--- src/wait_gen_pkg.sv ---
// Shared constants and types for the peripheral bus wait generator
package wait_gen_pkg;
  localparam int ADDR_W = 8;
  localparam int DATA_W = 8;
  localparam int CNT_W = 5;
  localparam int DIV_W = 4;
  localparam int SHIFT_W = 3;
  localparam logic [DIV_W-1:0] CONV_DIV_MIN = 4'h1;
  localparam logic [DIV_W-1:0] CONV_DIV_MAX = 4'hc;
  localparam logic [SHIFT_W-1:0] CPU_SHIFT_MAX = 3'h4;
  localparam logic [CNT_W-1:0] UART_RX_WAITS = 5'h01;
  // Peripheral register addresses on the peripheral bus
  localparam logic [ADDR_W-1:0] ADDR_UART_RECEIVE_BUFFER = 8'h12;
  localparam logic [ADDR_W-1:0] ADDR_CONVERTER_MODE_REG = 8'h28;
  localparam logic [ADDR_W-1:0] ADDR_CONVERTER_CHANNEL_SELECT = 8'h29;
  localparam logic [ADDR_W-1:0] ADDR_CONVERTER_PORT_CONFIG = 8'h2a;
  localparam logic [ADDR_W-1:0] ADDR_CONVERTER_RESULT_HIGH = 8'h2b;

  typedef enum logic [1:0] {
    WAIT_NONE = 2'h0,
    WAIT_FIXED = 2'h1,
    WAIT_VARIABLE = 2'h2
  } wait_kind_t;

  typedef struct packed {
    logic valid;
    logic write;
    logic [ADDR_W-1:0] addr;
    logic [DATA_W-1:0] wdata;
  } cpu_req_t;

  typedef struct packed {
    logic req;
    logic write;
    logic [ADDR_W-1:0] addr;
    logic [DATA_W-1:0] wdata;
  } per_req_t;

  function automatic wait_kind_t classify(input logic write,
                                          input logic [ADDR_W-1:0] addr);
    wait_kind_t k;
    k = WAIT_NONE;
    if (!write && addr == ADDR_UART_RECEIVE_BUFFER) begin
      k = WAIT_FIXED;
    end else if (write && (addr == ADDR_CONVERTER_MODE_REG ||
                           addr == ADDR_CONVERTER_CHANNEL_SELECT ||
                           addr == ADDR_CONVERTER_PORT_CONFIG)) begin
      k = WAIT_VARIABLE;
    end else if (!write && addr == ADDR_CONVERTER_RESULT_HIGH) begin
      k = WAIT_VARIABLE;
    end
    return k;
  endfunction
endpackage
--- src/periph_wait_gen.sv ---
// Wait generator between the processor bus and the peripheral bus
//
// Behaviour
// RL1: Processor bus requests are passed to a separate peripheral bus port.
// RL2: Peripheral timing is unrelated to the processor, so guarded accesses are retried.
// RL3: A guarded access is repeated on the peripheral bus until its waits end.
// RL4: The processor is stalled while a guarded access is being retried.
// RL5: The stall lasts exactly the computed number of wait cycles.
// RL6: Only receive-buffer reads, converter mode, channel and port writes and result-high reads wait.
// RL7: Converter waits are 2*processor_clock_freq/fad+1, fraction above one half rounded up.
// RL8: The conversion clock divide ratio is selectable from 1 to 12.
// RL9: The count assumes both clocks come from one source clock.
// RL10: All waits are counted in processor clock cycles.
// RL11: Software must not make a waiting access while the peripheral clock is stopped.
// RL12: Any other peripheral access completes with no wait.
`timescale 1ns/1ps
module periph_wait_gen #(
  parameter int CONV_DIV_LIMIT = 12,
  parameter int CPU_SHIFT_LIMIT = 4
) (
  input wire logic core_clk,
  input wire logic rst_n,
  input wire wait_gen_pkg::cpu_req_t cpu_req,
  input wire logic [wait_gen_pkg::DIV_W-1:0] conv_div,
  input wire logic [wait_gen_pkg::SHIFT_W-1:0] cpu_shift,
  input wire logic [wait_gen_pkg::DATA_W-1:0] per_rdata,
  output wait_gen_pkg::per_req_t per_req_q,
  output logic cpu_stall_q,
  output logic cpu_ack_q,
  output logic [wait_gen_pkg::DATA_W-1:0] cpu_rdata_q
);
  generate
    if (CONV_DIV_LIMIT != 12 || CPU_SHIFT_LIMIT > 4 ||
        CPU_SHIFT_LIMIT < 0) begin : g_bad
      $error("periph_wait_gen: unsupported divider limits");
    end
  endgenerate

  typedef enum logic [2:0] {
    ST_IDLE = 3'b001,
    ST_WAIT = 3'b010,
    ST_DONE = 3'b100
  } state_t;

  state_t state_q, state_d;
  logic [wait_gen_pkg::CNT_W-1:0] cnt_q, cnt_d;
  wait_gen_pkg::per_req_t per_req_d;
  logic stall_d, ack_d;
  logic [wait_gen_pkg::DATA_W-1:0] rdata_d;
  logic [wait_gen_pkg::CNT_W-1:0] var_waits, req_waits;
  logic [wait_gen_pkg::DIV_W-1:0] div_sat;
  logic [wait_gen_pkg::SHIFT_W-1:0] shift_sat;
  wait_gen_pkg::wait_kind_t kind;

  // Out-of-range selections are clamped rather than producing a bogus count
  always_comb begin
    div_sat = conv_div;
    if (conv_div < wait_gen_pkg::CONV_DIV_MIN) begin
      div_sat = wait_gen_pkg::CONV_DIV_MIN; // RL8
    end else if (conv_div > wait_gen_pkg::CONV_DIV_MAX) begin
      div_sat = wait_gen_pkg::CONV_DIV_MAX; // RL8
    end
    shift_sat = cpu_shift;
    if (cpu_shift > wait_gen_pkg::CPU_SHIFT_MAX) begin
      shift_sat = wait_gen_pkg::CPU_SHIFT_MAX;
    end
  end

  // Ratio assumes a common source clock, no runtime frequency measurement
  wait_count_calc #(
    .DIV_W(wait_gen_pkg::DIV_W),
    .SHIFT_W(wait_gen_pkg::SHIFT_W),
    .CNT_W(wait_gen_pkg::CNT_W)
  ) u_calc (
    .conv_div(div_sat),
    .cpu_shift(shift_sat),
    .waits(var_waits)
  ); // RL9

  always_comb begin
    kind = wait_gen_pkg::classify(cpu_req.write, cpu_req.addr); // RL6
    case (kind)
      wait_gen_pkg::WAIT_FIXED: req_waits = wait_gen_pkg::UART_RX_WAITS;
      wait_gen_pkg::WAIT_VARIABLE: req_waits = var_waits; // RL7
      default: req_waits = '0; // RL12
    endcase
  end

  always_comb begin
    state_d = state_q;
    cnt_d = cnt_q;
    per_req_d = per_req_q;
    per_req_d.req = 1'b0;
    stall_d = 1'b0;
    ack_d = 1'b0;
    rdata_d = cpu_rdata_q;
    case (state_q)
      ST_IDLE: begin
        if (cpu_req.valid) begin
          per_req_d.req = 1'b1; // RL1
          per_req_d.write = cpu_req.write;
          per_req_d.addr = cpu_req.addr;
          per_req_d.wdata = cpu_req.wdata;
          if (req_waits == '0) begin
            ack_d = 1'b1; // RL12
            state_d = ST_DONE;
          end else begin
            cnt_d = req_waits; // RL10
            stall_d = 1'b1; // RL4
            state_d = ST_WAIT;
          end
        end
      end
      ST_WAIT: begin
        // Data may be torn until the count runs out, so keep re-issuing
        per_req_d.req = 1'b1; // RL3 RL2
        cnt_d = cnt_q - wait_gen_pkg::CNT_W'(1);
        if (cnt_q == wait_gen_pkg::CNT_W'(1)) begin
          ack_d = 1'b1; // RL5
          per_req_d.req = 1'b0;
          state_d = ST_DONE;
        end else begin
          stall_d = 1'b1; // RL4
        end
      end
      ST_DONE: begin
        state_d = ST_IDLE;
      end
      default: state_d = ST_IDLE;
    endcase
    // The request leaves through a flop, so a no-wait read can only be
    // captured in the cycle after its acknowledge
    if (state_q == ST_WAIT && ack_d && !per_req_q.write) begin
      rdata_d = per_rdata; // RL3
    end else if (state_q == ST_DONE && per_req_q.req &&
                 !per_req_q.write) begin
      rdata_d = per_rdata; // RL12
    end
  end

  always_ff @(posedge core_clk or negedge rst_n) begin
    if (!rst_n) begin
      state_q <= ST_IDLE;
      cnt_q <= '0;
      per_req_q <= '0;
      cpu_stall_q <= 1'b0;
      cpu_ack_q <= 1'b0;
      cpu_rdata_q <= '0;
    end else begin
      state_q <= state_d;
      cnt_q <= cnt_d;
      per_req_q <= per_req_d;
      cpu_stall_q <= stall_d;
      cpu_ack_q <= ack_d;
      cpu_rdata_q <= rdata_d;
    end
  end

  // Stall length helper
  logic [wait_gen_pkg::CNT_W:0] stall_len_q;
  always_ff @(posedge core_clk or negedge rst_n) begin
    if (!rst_n) begin
      stall_len_q <= '0;
    end else if (cpu_stall_q) begin
      stall_len_q <= stall_len_q + (wait_gen_pkg::CNT_W+1)'(1);
    end else begin
      stall_len_q <= '0;
    end
  end

  // Wait count of the access in flight, for the stall length check
  logic [wait_gen_pkg::CNT_W:0] exp_len_q;
  always_ff @(posedge core_clk or negedge rst_n) begin
    if (!rst_n) begin
      exp_len_q <= '0;
    end else if (state_q == ST_IDLE && cpu_req.valid) begin
      exp_len_q <= {1'b0, req_waits};
    end
  end

  chk_uart_one_wait: assert property ( // RL6
    @(posedge core_clk) disable iff (!rst_n)
    (state_q == ST_IDLE && cpu_req.valid && !cpu_req.write &&
     cpu_req.addr == wait_gen_pkg::ADDR_UART_RECEIVE_BUFFER)
    |=> cpu_stall_q ##1 (!cpu_stall_q && cpu_ack_q))
    else $error("receive buffer read did not wait exactly one cycle");

  chk_plain_no_wait: assert property ( // RL12
    @(posedge core_clk) disable iff (!rst_n)
    (state_q == ST_IDLE && cpu_req.valid && kind == wait_gen_pkg::WAIT_NONE)
    |=> (cpu_ack_q && !cpu_stall_q))
    else $error("unlisted access was stalled");

  chk_stall_length: assert property ( // RL5
    @(posedge core_clk) disable iff (!rst_n)
    (state_q == ST_IDLE && cpu_req.valid && req_waits != '0)
    |=> (cpu_stall_q && cnt_q == $past(req_waits)))
    else $error("wait count not loaded from request");

  chk_stall_ends_ack: assert property ( // RL5
    @(posedge core_clk) disable iff (!rst_n)
    $fell(cpu_stall_q) |-> (cpu_ack_q && stall_len_q == exp_len_q))
    else $error("stall length differs from wait count");

  chk_retry_held: assert property ( // RL3
    @(posedge core_clk) disable iff (!rst_n)
    (state_q == ST_WAIT && cnt_q > wait_gen_pkg::CNT_W'(1))
    |=> (per_req_q.req && $stable(per_req_q.addr)))
    else $error("guarded access not repeated");

  chk_stall_no_ack: assert property ( // RL4
    @(posedge core_clk) disable iff (!rst_n)
    cpu_stall_q |-> !cpu_ack_q)
    else $error("acknowledge during stall");

  chk_var_formula: assert property ( // RL7
    @(posedge core_clk) disable iff (!rst_n)
    (shift_sat == '0) |->
    (var_waits == wait_gen_pkg::CNT_W'({div_sat, 1'b0}) +
                  wait_gen_pkg::CNT_W'(1)))
    else $error("converter wait count wrong at equal clocks");

  chk_div_range: assert property ( // RL8
    @(posedge core_clk) disable iff (!rst_n)
    (div_sat >= wait_gen_pkg::CONV_DIV_MIN &&
     div_sat <= wait_gen_pkg::CONV_DIV_MAX))
    else $error("conversion divider out of range");

  chk_ack_pulse: assert property ( // RL10
    @(posedge core_clk) disable iff (!rst_n)
    cpu_ack_q |=> !cpu_ack_q)
    else $error("acknowledge longer than one cycle");
endmodule // periph_wait_gen

--- src/wait_count_calc.sv ---
// Wait count from the processor and conversion clock ratio
`timescale 1ns/1ps
module wait_count_calc #(
  parameter int DIV_W = 4,
  parameter int SHIFT_W = 3,
  parameter int CNT_W = 5
) (
  input wire logic [DIV_W-1:0] conv_div,
  input wire logic [SHIFT_W-1:0] cpu_shift,
  output logic [CNT_W-1:0] waits
);
  // Conversion clock is fPRS/conv_div, processor clock is fPRS>>cpu_shift,
  // so 2*processor_clock_freq/fad = 2*conv_div / 2**cpu_shift.
  logic [DIV_W:0] num;
  logic [DIV_W:0] quo;
  logic [DIV_W:0] rem;
  logic [DIV_W+1:0] rem2;
  logic [DIV_W+1:0] den;
  logic up;
  always_comb begin
    num = {conv_div, 1'b0};
    quo = num >> cpu_shift;
    rem = num - (quo << cpu_shift);
    rem2 = {rem, 1'b0};
    den = (DIV_W+2)'(1) << cpu_shift;
    up = rem2 > den; // RL7
    waits = CNT_W'(quo) + CNT_W'(up) + CNT_W'(1); // RL7
  end
endmodule // wait_count_calc

--- config.mk ---
export PLATFORM = sky130hd
export DESIGN_NAME = periph_wait_gen
export DESIGN_NICKNAME = d
export VERILOG_FILES = /design/src/wait_gen_pkg.sv /design/src/periph_wait_gen.sv /design/src/wait_count_calc.sv
export SDC_FILE = /design/constraint.sdc
export NUM_CORES = 1
export LEC_CHECK = 0
export BUFFER_PORTS_ARGS = -buffer_cell sky130_fd_sc_hd__buf_4
export CAP_MARGIN = 20
export CORE_ASPECT_RATIO = 0.8
export CORE_MARGIN = 2
export CORE_UTILIZATION = 40
export DETAILED_ROUTE_END_ITERATION = 8
export PLACE_DENSITY_LB_ADDON = 0.12
export SYNTH_ARGS = -nofsm -noshare
export SYNTH_HDL_FRONTEND = slang
export SYNTH_SLANG_ARGS = --single-unit
--- constraint.sdc ---
create_clock -name core_clk -period 4 [get_ports core_clk]
set_input_delay 0.2 -clock core_clk [delete_from_list [all_inputs] [get_ports core_clk]]
set_output_delay 0.2 -clock core_clk [all_outputs]
set_load 0.02 [all_outputs]
Word-level counts from Yosys, hierarchy flattened
Index checks and enable logic that the tools add are counted.

storage, ports and cells
  bits in registers = 36
  input port bits = 35
  output and inout port bits = 28
  logic and storage cells = 77

cells by class
  $add $sub $neg = 4
  order comparisons = 4
  equality and inequality tests = 14
  shifts and indexed selects = 3
  mux-type cells = 26
  reductions and logical operators = 17

operator list
  operator                                                            number
  8-bit by 6-bit == test with 1-bit output, second input constant     4
  5-bit one-hot mux with 2 select lines                               2
  18-bit two-way mux                                                  1
  8-bit two-way mux                                                   2
  3-bit two-way mux                                                   4
  5-bit two-way mux                                                   2
  8-bit by 5-bit == test with 1-bit output, second input constant     1
  4-bit two-way mux                                                   2
  1-bit logical AND                                                   7
  6-bit greater-than comparator                                       1
  1-bit two-way mux                                                   6
  2-bit two-way mux                                                   3
  2-bit inequality test, second input constant                        3
  1-bit one-hot mux with 2 select lines                               3
  3-bit one-hot mux with 2 select lines                               1
  1-bit by 3-bit left shift with 6-bit output, first input constant   1
  5-bit by 1-bit adder with 5-bit output                              1
  5-bit by 1-bit adder with 5-bit output, second input constant       1
  5-bit by 1-bit == test with 1-bit output, second input constant     1
  5-bit zero test                                                     1
  5-bit by 3-bit left shift with 5-bit output                         1
  5-bit by 3-bit >> shifter with 5-bit output                         1
  5-bit by 1-bit subtractor with 5-bit output, second input constant  1
  5-bit subtractor                                                    1
  13 further kinds                                                    17

Depth between registers and ports, before layout
Gate-level depths: netlist (run 1).

  word-level depth = 17
  depth in mapped cells = 23

Cells and area by module
A second synthesis (run 1) with hierarchy kept.

second synthesis, totals
  cell total of the unflattened synthesis = 216
  area total of the unflattened synthesis = 2238.4 um2

by module, submodules not included
  module           times used  cells each  area an instance (um2)  sequential area each (um2)
  periph_wait_gen  1           138         1702.9                  902.1
  wait_count_calc  1           78          535.5                   0.0

Worst setup path before layout (run 1)
Ideal clock, no wire load.

  path type = input to register
  start point = in conv_div[2] (netlist bit)
  end point = reg cnt_q[3] (netlist bit)
  setup time = 0.134 ns
  arrival time = 3.869 ns
  required time = 3.866 ns
  slack = -0.003 ns
  cell stages on the path = 21
  path through = buf_4 nor2_1 nor2_1 o22ai_1 nand2_1 fa_1 xor2_1 ha_1 a21o_1 a21oi_1 nor2b_1 o22ai_1 ha_1 inv_1 ha_1 nor2b_1 o2111ai_2 o211a_4 or2_2 a311oi_1 a211oi_1

between the ends
  cells in the longest elaborated chain, start to end = 13
  elaborated cells on any way between the ends = 17

ends and longest elaborated chain
  item                                                                                    RTL line                source
  from (decl)                                                                             periph_wait_gen.sv:24   input wire logic [wait_gen_pkg::DIV_W-1:0] conv_div,
  4-bit greater-than comparator                                                           periph_wait_gen.sv:60   end else if (conv_div > wait_gen_pkg::CONV_DIV_MAX) begin
  4-bit two-way mux                                                                       periph_wait_gen.sv:60
  4-bit two-way mux *                                                                     periph_wait_gen.sv:58   if (conv_div < wait_gen_pkg::CONV_DIV_MIN) begin
  5-bit by 3-bit >> shifter with 5-bit output                                             wait_count_calc.sv:22   quo = num >> cpu_shift;
  5-bit by 3-bit left shift with 5-bit output                                             wait_count_calc.sv:23   rem = num - (quo << cpu_shift);
  5-bit subtractor                                                                        wait_count_calc.sv:23
  6-bit greater-than comparator                                                           wait_count_calc.sv:26   up = rem2 > den;
  5-bit by 1-bit adder with 5-bit output * (2 in series)                                  wait_count_calc.sv:27   waits = CNT_W'(quo) + CNT_W'(up) + CNT_W'(1);
  5-bit one-hot mux with 2 select lines *                                                 periph_wait_gen.sv:82   case (kind)
  5-bit zero test or 5-bit two-way mux (tied branches)                                    periph_wait_gen.sv:104  if (req_waits == '0) begin
  2-bit inequality test (no line) or 5-bit two-way mux (tied branches)                    n/a
  3-bit AND reduction (no line) or 5-bit one-hot mux with 2 select lines (tied branches)  n/a
  to (signal assigned)                                                                    periph_wait_gen.sv:151  cnt_q <= cnt_d;
  to (decl)                                                                               periph_wait_gen.sv:46   logic [wait_gen_pkg::CNT_W-1:0] cnt_q, cnt_d;

Every way passes the cells marked *; elsewhere a longest branch is shown, timed or not. The select of a mux whose other input is x is not followed.
A chain may end at the register's enable or synchronous reset.

Final worst setup path (run 1)
Same ends and word-level chain as after synthesis.

==> impl_metrics.ini, run 1 <==
[route]
wl_met1_um = 2740
drc = 0
routed-wl-met2_um = 2290
drt_pass1_iterations = 4
dr.max_layer_used = met4
wl_per_cell_um = 13.3
met3_length_um = 305
drt_iter0_markers = 103
antenna_left = 0
wirelength_um = 5350
vias = 2035
vias_per_cell = 5.06

[clocking]
cts.sinks = 36
postCtsSetupRepairBufs = 0
root_buffer = clkbuf_8
clkTransAtPathRegs_ns = 0.08
ctsLongestPathBuffers = 2
insertion_delay_ns = 0.29
cts_tree = done
htree_levels = 2
cts-buffers-inserted = 5

[power_and_ir_drop]
p_per_area_nw_per_um2 = 423
peakVddDrop_mv = 0.219
p_int_mw = 0.848
pwr-share-seq_pct = 38.3
netSwitchingFraction_pct = 33.8
p_total_mw = 1.28
p_switching_mw = 0.433
clock_power_share_pct = 24.6
combPwrFrac_pct = 37.1
power.leakage_nw = 1.44

[logic_synthesis]
synth-xor-area-share_pct = 1.88
yosysUniqueCellTypes = 58
synthMuxAreaShare_pct = 4.79
synthCells = 256
synth_top_family_by_area = simple AND/OR/NAND/NOR gates
async_reset_ff_share_pct = 100
yosysWarnings = 0
avgSynthCellArea_sq_um = 9.08
synth_compound_gate_area_share_pct = 17.6
syn-cell-area_sq_um = 2320
ys_ff_latch = 36
ys_seq_area_share_pct = 38.8
synth_edf_count = 0
synth-simple-area-share_pct = 25.4
synth-main-ff-cell = dfrtp_1
synthAdderAreaFrac_pct = 6.78

[global_route]
grt.overflow.total = 0
antenna_found_initial = 0
grt_pass1_vias = 1929
grt_max_degree = 37
grt_first_pass_wirelength_um = 8950
grt_use_total_pct = 17.6

[cells_and_area]
syn2layout_area_growth_pct = 30.3
fillers = 546
drive_above_1_share_pct = 34.0
diodes = 0
nNetsFinal = 370
post-route-util_pct = 54.8

[worst_setup_path]
crit_type = in -> reg
critPathCaptureType = register
worstSetupStartpointType = primary input
critPathRequiredTime_ns = 4.15
crit_fanout = 4
critPathArrivalTime_ns = 3.93

[sta]
setup_viol = 0
fin_skew_ns = 0.00703
worst_pin_slew_ns = 0.595
timing.setup.tns_ns = 0
fin_crit_ns = 3.78
hold_violations = 0
clock.fmax_mhz = 265
rsz0062_at_grt = no
slew_headroom_pct = 60.0
whs_ns = 0.0985
timing.final.crit_share_pct = 94.4
setup_slack_ns = 0.223
finalMaxSlewViolations = 0

[status]
outcome = finished, final reports clean

[floorplanning]
start_util_pct = 42.1
die_area_sq_um = 6440
io_pins = 63
core-area_sq_um = 5530
core.rowCount = 24
die_h_um = 72.2
die_w_um = 89.2

[min_path]
hold_path.class = in -> reg

[place]
port-buffer-count = 62
dp_slack_ns = -0.0955
gp_congestion = 0.800
detailed_place_hpwl_um = 4020

[run]
drv_cap = 0
==> worst max-delay path, cell delays in order <==
cell	delay (ns)
buf_4	0.13
nor2_1	0.10
nor2_1	0.06
o22ai_2	0.17
nand2_1	0.12
fa_1	0.41
xor2_1	0.18
ha_1	0.31
a21o_1	0.16
a21oi_1	0.14
nor2b_1	0.06
o22ai_1	0.15
ha_1	0.18
inv_1	0.04
ha_1	0.31
nor2b_2	0.15
o2111ai_2	0.14
o211a_4	0.26
or2_2	0.29
a311oi_1	0.27
a211oi_1	0.08
==> synthesized netlist by cell type (all sizes together), types with 3 or more instances <==
cell	instances	area (sq um)
dfrtp	35	876
nand3	5	25.0
o211ai	4	30.0
a22o	3	26.3
o22ai	4	25.0
a21o	3	22.5
mux2	9	101
xnor2	4	35.0
nor3	6	35.0
nand3b	4	30.0
nor2	15	61.3
nand2b	4	25.0
inv	9	33.8
a31oi	4	25.0
o21ai	6	30.0
buf	6	42.5
o2111ai	3	38.8
ha	11	138
or3	6	42.5
a21oi	12	63.8
nor2b	4	25.0
nand2	59	221
clkbuf	8	30.0
==> final cells by class <==
type | count | area (sq um) | share of cell area [%]
timing repair buffer | 73 | 548 | 18.1
clock buffer | 5 | 68.8 | 2.27
clock inverter | 3 | 42.5 | 1.40
inverter | 9 | 33.8 | 1.12
sequential | 36 | 902 | 29.8
multi-input combinational | 198 | 1340 | 44.1
tap | 78 | 97.6 | 3.22
==> cell usage in the layout (no fill, tap or decap), types with 2 or more instances in the layout <==
| cell type | n |
|---|---|
| nor2_2 | 2 |
| a21o_1 | 3 |
| a21oi_2 | 2 |
| clkbuf_8 | 5 |
| o211ai_1 | 4 |
| ha_1 | 11 |
| buf_4 | 71 |
| o21ai_0 | 5 |
| nor2b_1 | 3 |
| or3_1 | 5 |
| o22ai_1 | 3 |
| xnor2_1 | 4 |
| a31oi_1 | 4 |
| nand2_1 | 59 |
| inv_1 | 9 |
| dfrtp_1 | 35 |
| conb_1 | 2 |
| a211oi_1 | 2 |
| and2_1 | 2 |
| nor3_1 | 5 |
| nand2b_1 | 4 |
| a21oi_1 | 10 |
| nor2_1 | 13 |
| or2_2 | 2 |
| nand3_1 | 5 |
| mux2_2 | 9 |
| a22o_1 | 3 |
| o2111ai_2 | 2 |
| nand3b_1 | 4 |
==> power by group through the flow <==
stage / sequential (mW) / combinational (mW) / clock [mW]
floorplan: 0.583 / 0.185 / 0
global placement: 0.495 / 0.473 / 0
detailed placement: 0.496 / 0.479 / 0
CTS: 0.491 / 0.479 / 0.329
global route: 0.503 / 0.520 / 0.346
finish: 0.491 / 0.475 / 0.315
==> stage by stage <==
step | cell area [sq um] | std cells
3_5_place_dp | 2890 | 392
4_1_cts | 3010 | 401
5_1_grt | 3030 | 402
2_1_floorplan | 2330 | 257
3_3_place_gp | 2890 | 392
6_report | 3030 | 402
==> worst paths after layout <==
check	end	slack, ns	startpoint	cells after the start
setup reg to reg	cpu_rdata_q[7]	1.99	cnt_q[1]	7
setup / recovery	cnt_q[3]	0.22	conv_div[2]	21
hold reg to reg	per_req_q[15]	0.49	per_req_q[15]	2
min in group asynchronous	cnt_q[3]	0.40	rst_n	2
max in group asynchronous	state_q[0]	3.24	rst_n	2
hold / removal	per_req_q[6]	0.1	cpu_req[6]	3
==> registers in the layout (all words and copies together), names as in the netlist <==
register	flops
cpu_rdata_q	8
cnt_q	5
per_req_q	18
cpu_ack_q	1
cpu_stall_q	1
state_q	3
==> repair_timing <==
item / in CTS / in global routing
gates resized for setup: 0 / 3
endpoints found under the setup margin: 0 / 4
hold buffers: 1 / 0
endpoints found under the hold margin: 35 / 0
==> routing by layer <==
| metal | track usage, % | vias to the layer above |
|---|---|---|
| met5 | 0 | - |
| met4 | 3.81 | 0 |
| met3 | 5.01 | 3 |
| met2 | 25.1 | 53 |
| met1 | 26.4 | 942 |
| li1 | - | 1037 |
==> logic make-up (layout without fill, tap and decap cells) <==
family	after synthesis	after routing
simple gates	115	115
compound gates	54	54
flops	36	36
buf+inv	23	90
fa+ha+maj	12	12
mux	10	10
xor+xnor	5	5
other cells	1	2
No activity file was read; power rests on OpenSTA's default activity.
==> inputs of run 2 (changes only) <==
--- a/config.mk
+++ b/config.mk
@@ -12,6 +12,7 @@
 export CORE_UTILIZATION = 40
 export DETAILED_ROUTE_END_ITERATION = 8
 export PLACE_DENSITY_LB_ADDON = 0.12
+export SETUP_SLACK_MARGIN = 0.5
 export SYNTH_ARGS = -nofsm -noshare
 export SYNTH_HDL_FRONTEND = slang
 export SYNTH_SLANG_ARGS = --single-unit
==> run 2 against run 1 <==
  * Setup slack improved by 0.28 ns
  * Power fell by 0.30%
  * Fmax rose by 8.0%
  * Combinational power rose by 6.9%
  * Final area rose by 5.0%
  * Largest cell class unchanged
==> impl_metrics.ini, run 2 (same netlist as run 1, synthesis figures left out) <==
[status]
outcome = finished, final reports clean

[worst_setup_path]
critPathCaptureType = register
critPathArrivalTime_ns = 3.67
crit_fanout = 5
critPathRequiredTime_ns = 4.17
worstPathCellList = buf_4 -> nor2_2 -> o22ai_2 -> buf_4 -> fa_2 -> xor2_1 -> ha_1 -> a21o_1 -> a21oi_2 -> nor2b_1 -> o22ai_1 -> ha_2 -> inv_2 -> ha_4 -> inv_4 -> o21ai_2 -> a21oi_2 -> nor4b_4 -> buf_4 -> or3_4 -> a311oi_2 -> a211oi_2
worstSetupStartpointType = primary input
slowest_delay_ns = 0.38
cp_common_cell = buf_4
crit_type = in -> reg
cp_slowest_cell = or3_4

[sta]
fin_skew_ns = 0.00536
clock.fmax_mhz = 286
worst_pin_slew_ns = 0.620
setup_slack_ns = 0.504
rsz0062_at_grt = yes
finalMaxSlewViolations = 0
fin_crit_ns = 3.50
slew_headroom_pct = 58.3
timing.final.crit_share_pct = 87.4
hold_violations = 0
timing.setup.tns_ns = 0
setup_viol = 0

[power_and_ir_drop]
peakVddDrop_mv = 0.202
p_per_area_nw_per_um2 = 402
power.leakage_nw = 1.48

[floorplanning]
die_h_um = 72.2
core-area_sq_um = 5530
die_area_sq_um = 6440
core.rowCount = 24
io_pins = 63
start_util_pct = 42.1
die_w_um = 89.2

[clocking]
clkTransAtPathRegs_ns = 0.07
ctsLongestPathBuffers = 2
cts_tree = done
root_buffer = clkbuf_8
cts-buffers-inserted = 5
insertion_delay_ns = 0.28
cts.sinks = 36
htree_levels = 2

[place]
port-buffer-count = 62
gp_congestion = 0.815
dp_slack_ns = 0.106
dpl.cell_count = 385
detailed_place_hpwl_um = 4000

[route]
drt_pass1_iterations = 4
drc = 0
vias_per_cell = 5.08
wl_per_cell_um = 13.8
drt_iter0_markers = 76
antenna_left = 0
vias = 2046
wirelength_um = 5570

[cells_and_area]
nNetsFinal = 372
largest_registers = per_req_q: 18 flops, cpu_rdata_q: 8 flops, cnt_q: 5 flops
syn2layout_area_growth_pct = 36.8
mostFrequentLayoutCells = buf_4, nand2_1, dfrtp_1, nor2_1, a21oi_1
largest_reg_flops = 18
drive_above_1_share_pct = 39.7
layout_commonest_cell = buf_4
fillers = 511
top_register = per_req_q
regArea_sq_um = 902
diodes = 0
stdcell_count = 403
multi_input_area_sq_um = 1460

[global_route]
grt_pass1_vias = 1990
grt_use_total_pct = 18.0
grt_first_pass_wirelength_um = 9260
grt_max_degree = 37
grt.overflow.total = 0
antenna_found_initial = 0

[run]
drv_cap = 0

[min_path]
hold_path.class = in -> reg
-- run 2: cell count changes in the layout (fill, tap and decap cells not counted), moves of 2 or more --
cell / before / now
buf_12: 0 / 2
clkbuf_8: 5 / 7
ha_1: 11 / 8
ha_4: 0 / 2
inv_1: 9 / 7
nor2_1: 13 / 10
nor2_4: 0 / 3
-- run 2: layer usage --
metal,wire length [um],vias to the layer above,GRT usage (%),part of all wire [%]
met1,2750,970,26.3,49
met4,42,0,4.98,0.75
li1,-,1039,-,-
met2,2540,32,26.6,46
met3,238,5,4.32,4.3
met5,0,-,0,0
-- run 2: repair_timing --
action                                 CTS  global route
resized for setup                        4            18
setup endpoints to repair                5             9
endpoints found under the hold margin   35             0
pin swaps                                3            15
setup buffers                            0             9
hold buffers                             1             0
-- run 2: stage by stage --
step                      hold slack [ns]  area [sq um]  power [mW]  util (%)
after global routing                0.101          3180        1.36      57.5
after floorplan                   -0.0956          2400       0.784         -
after CTS                          0.0969          3020        1.27      54.7
final                               0.103          3180        1.28      57.5
after global placement              0.184          2900       0.975      52.4
after detailed placement            0.183          2900       0.984      52.4
-- run 2: final cells by class --
type | instances | area share, %
clock buffers | 7 | 3.03
repair buffers | 75 | 18.5
inverters | 9 | 1.14
well taps | 78 | 3.07
flip-flops and latches | 36 | 28.4
multi-input cells | 198 | 45.9
-- run 2: worst paths after layout --
check | from | end | slack (ns) | cells past startpoint
worst max-delay path | conv_div[0] | cnt_q[3] | 0.50 | 22
worst min-delay path | cpu_req[5] | per_req_q[5] | 0.10 | 3
worst max register to register | cnt_q[1] | cpu_rdata_q[3] | 2.01 | 7
worst min register to register | per_req_q[15] | per_req_q[15] | 0.48 | 2
max in group asynchronous | rst_n | state_q[0] | 3.24 | 2
min in group asynchronous | rst_n | cnt_q[3] | 0.41 | 2
-- run 2: power breakdown --
part / switching, mW / leakage, nW / internal [mW] / total, mW
registers: 0.0466 / 0.440 / 0.445 / 0.492
clock network: 0.125 / 0.0503 / 0.153 / 0.278
logic: 0.271 / 0.989 / 0.236 / 0.508
total: 0.443 / 1.48 / 0.835 / 1.28
-- run 2: worst max-delay path, delay by kind of cell --
| family | cells | cell delay [ns] |
|---|---|---|
| AO/OA/AOI/OAI | 8 | 1.08 |
| adder cells (fa/ha/maj) | 4 | 1.03 |
| XOR/XNOR | 1 | 0.16 |
| buffers and inverters | 5 | 0.57 |
| AND/OR/NAND/NOR | 4 | 0.60 |
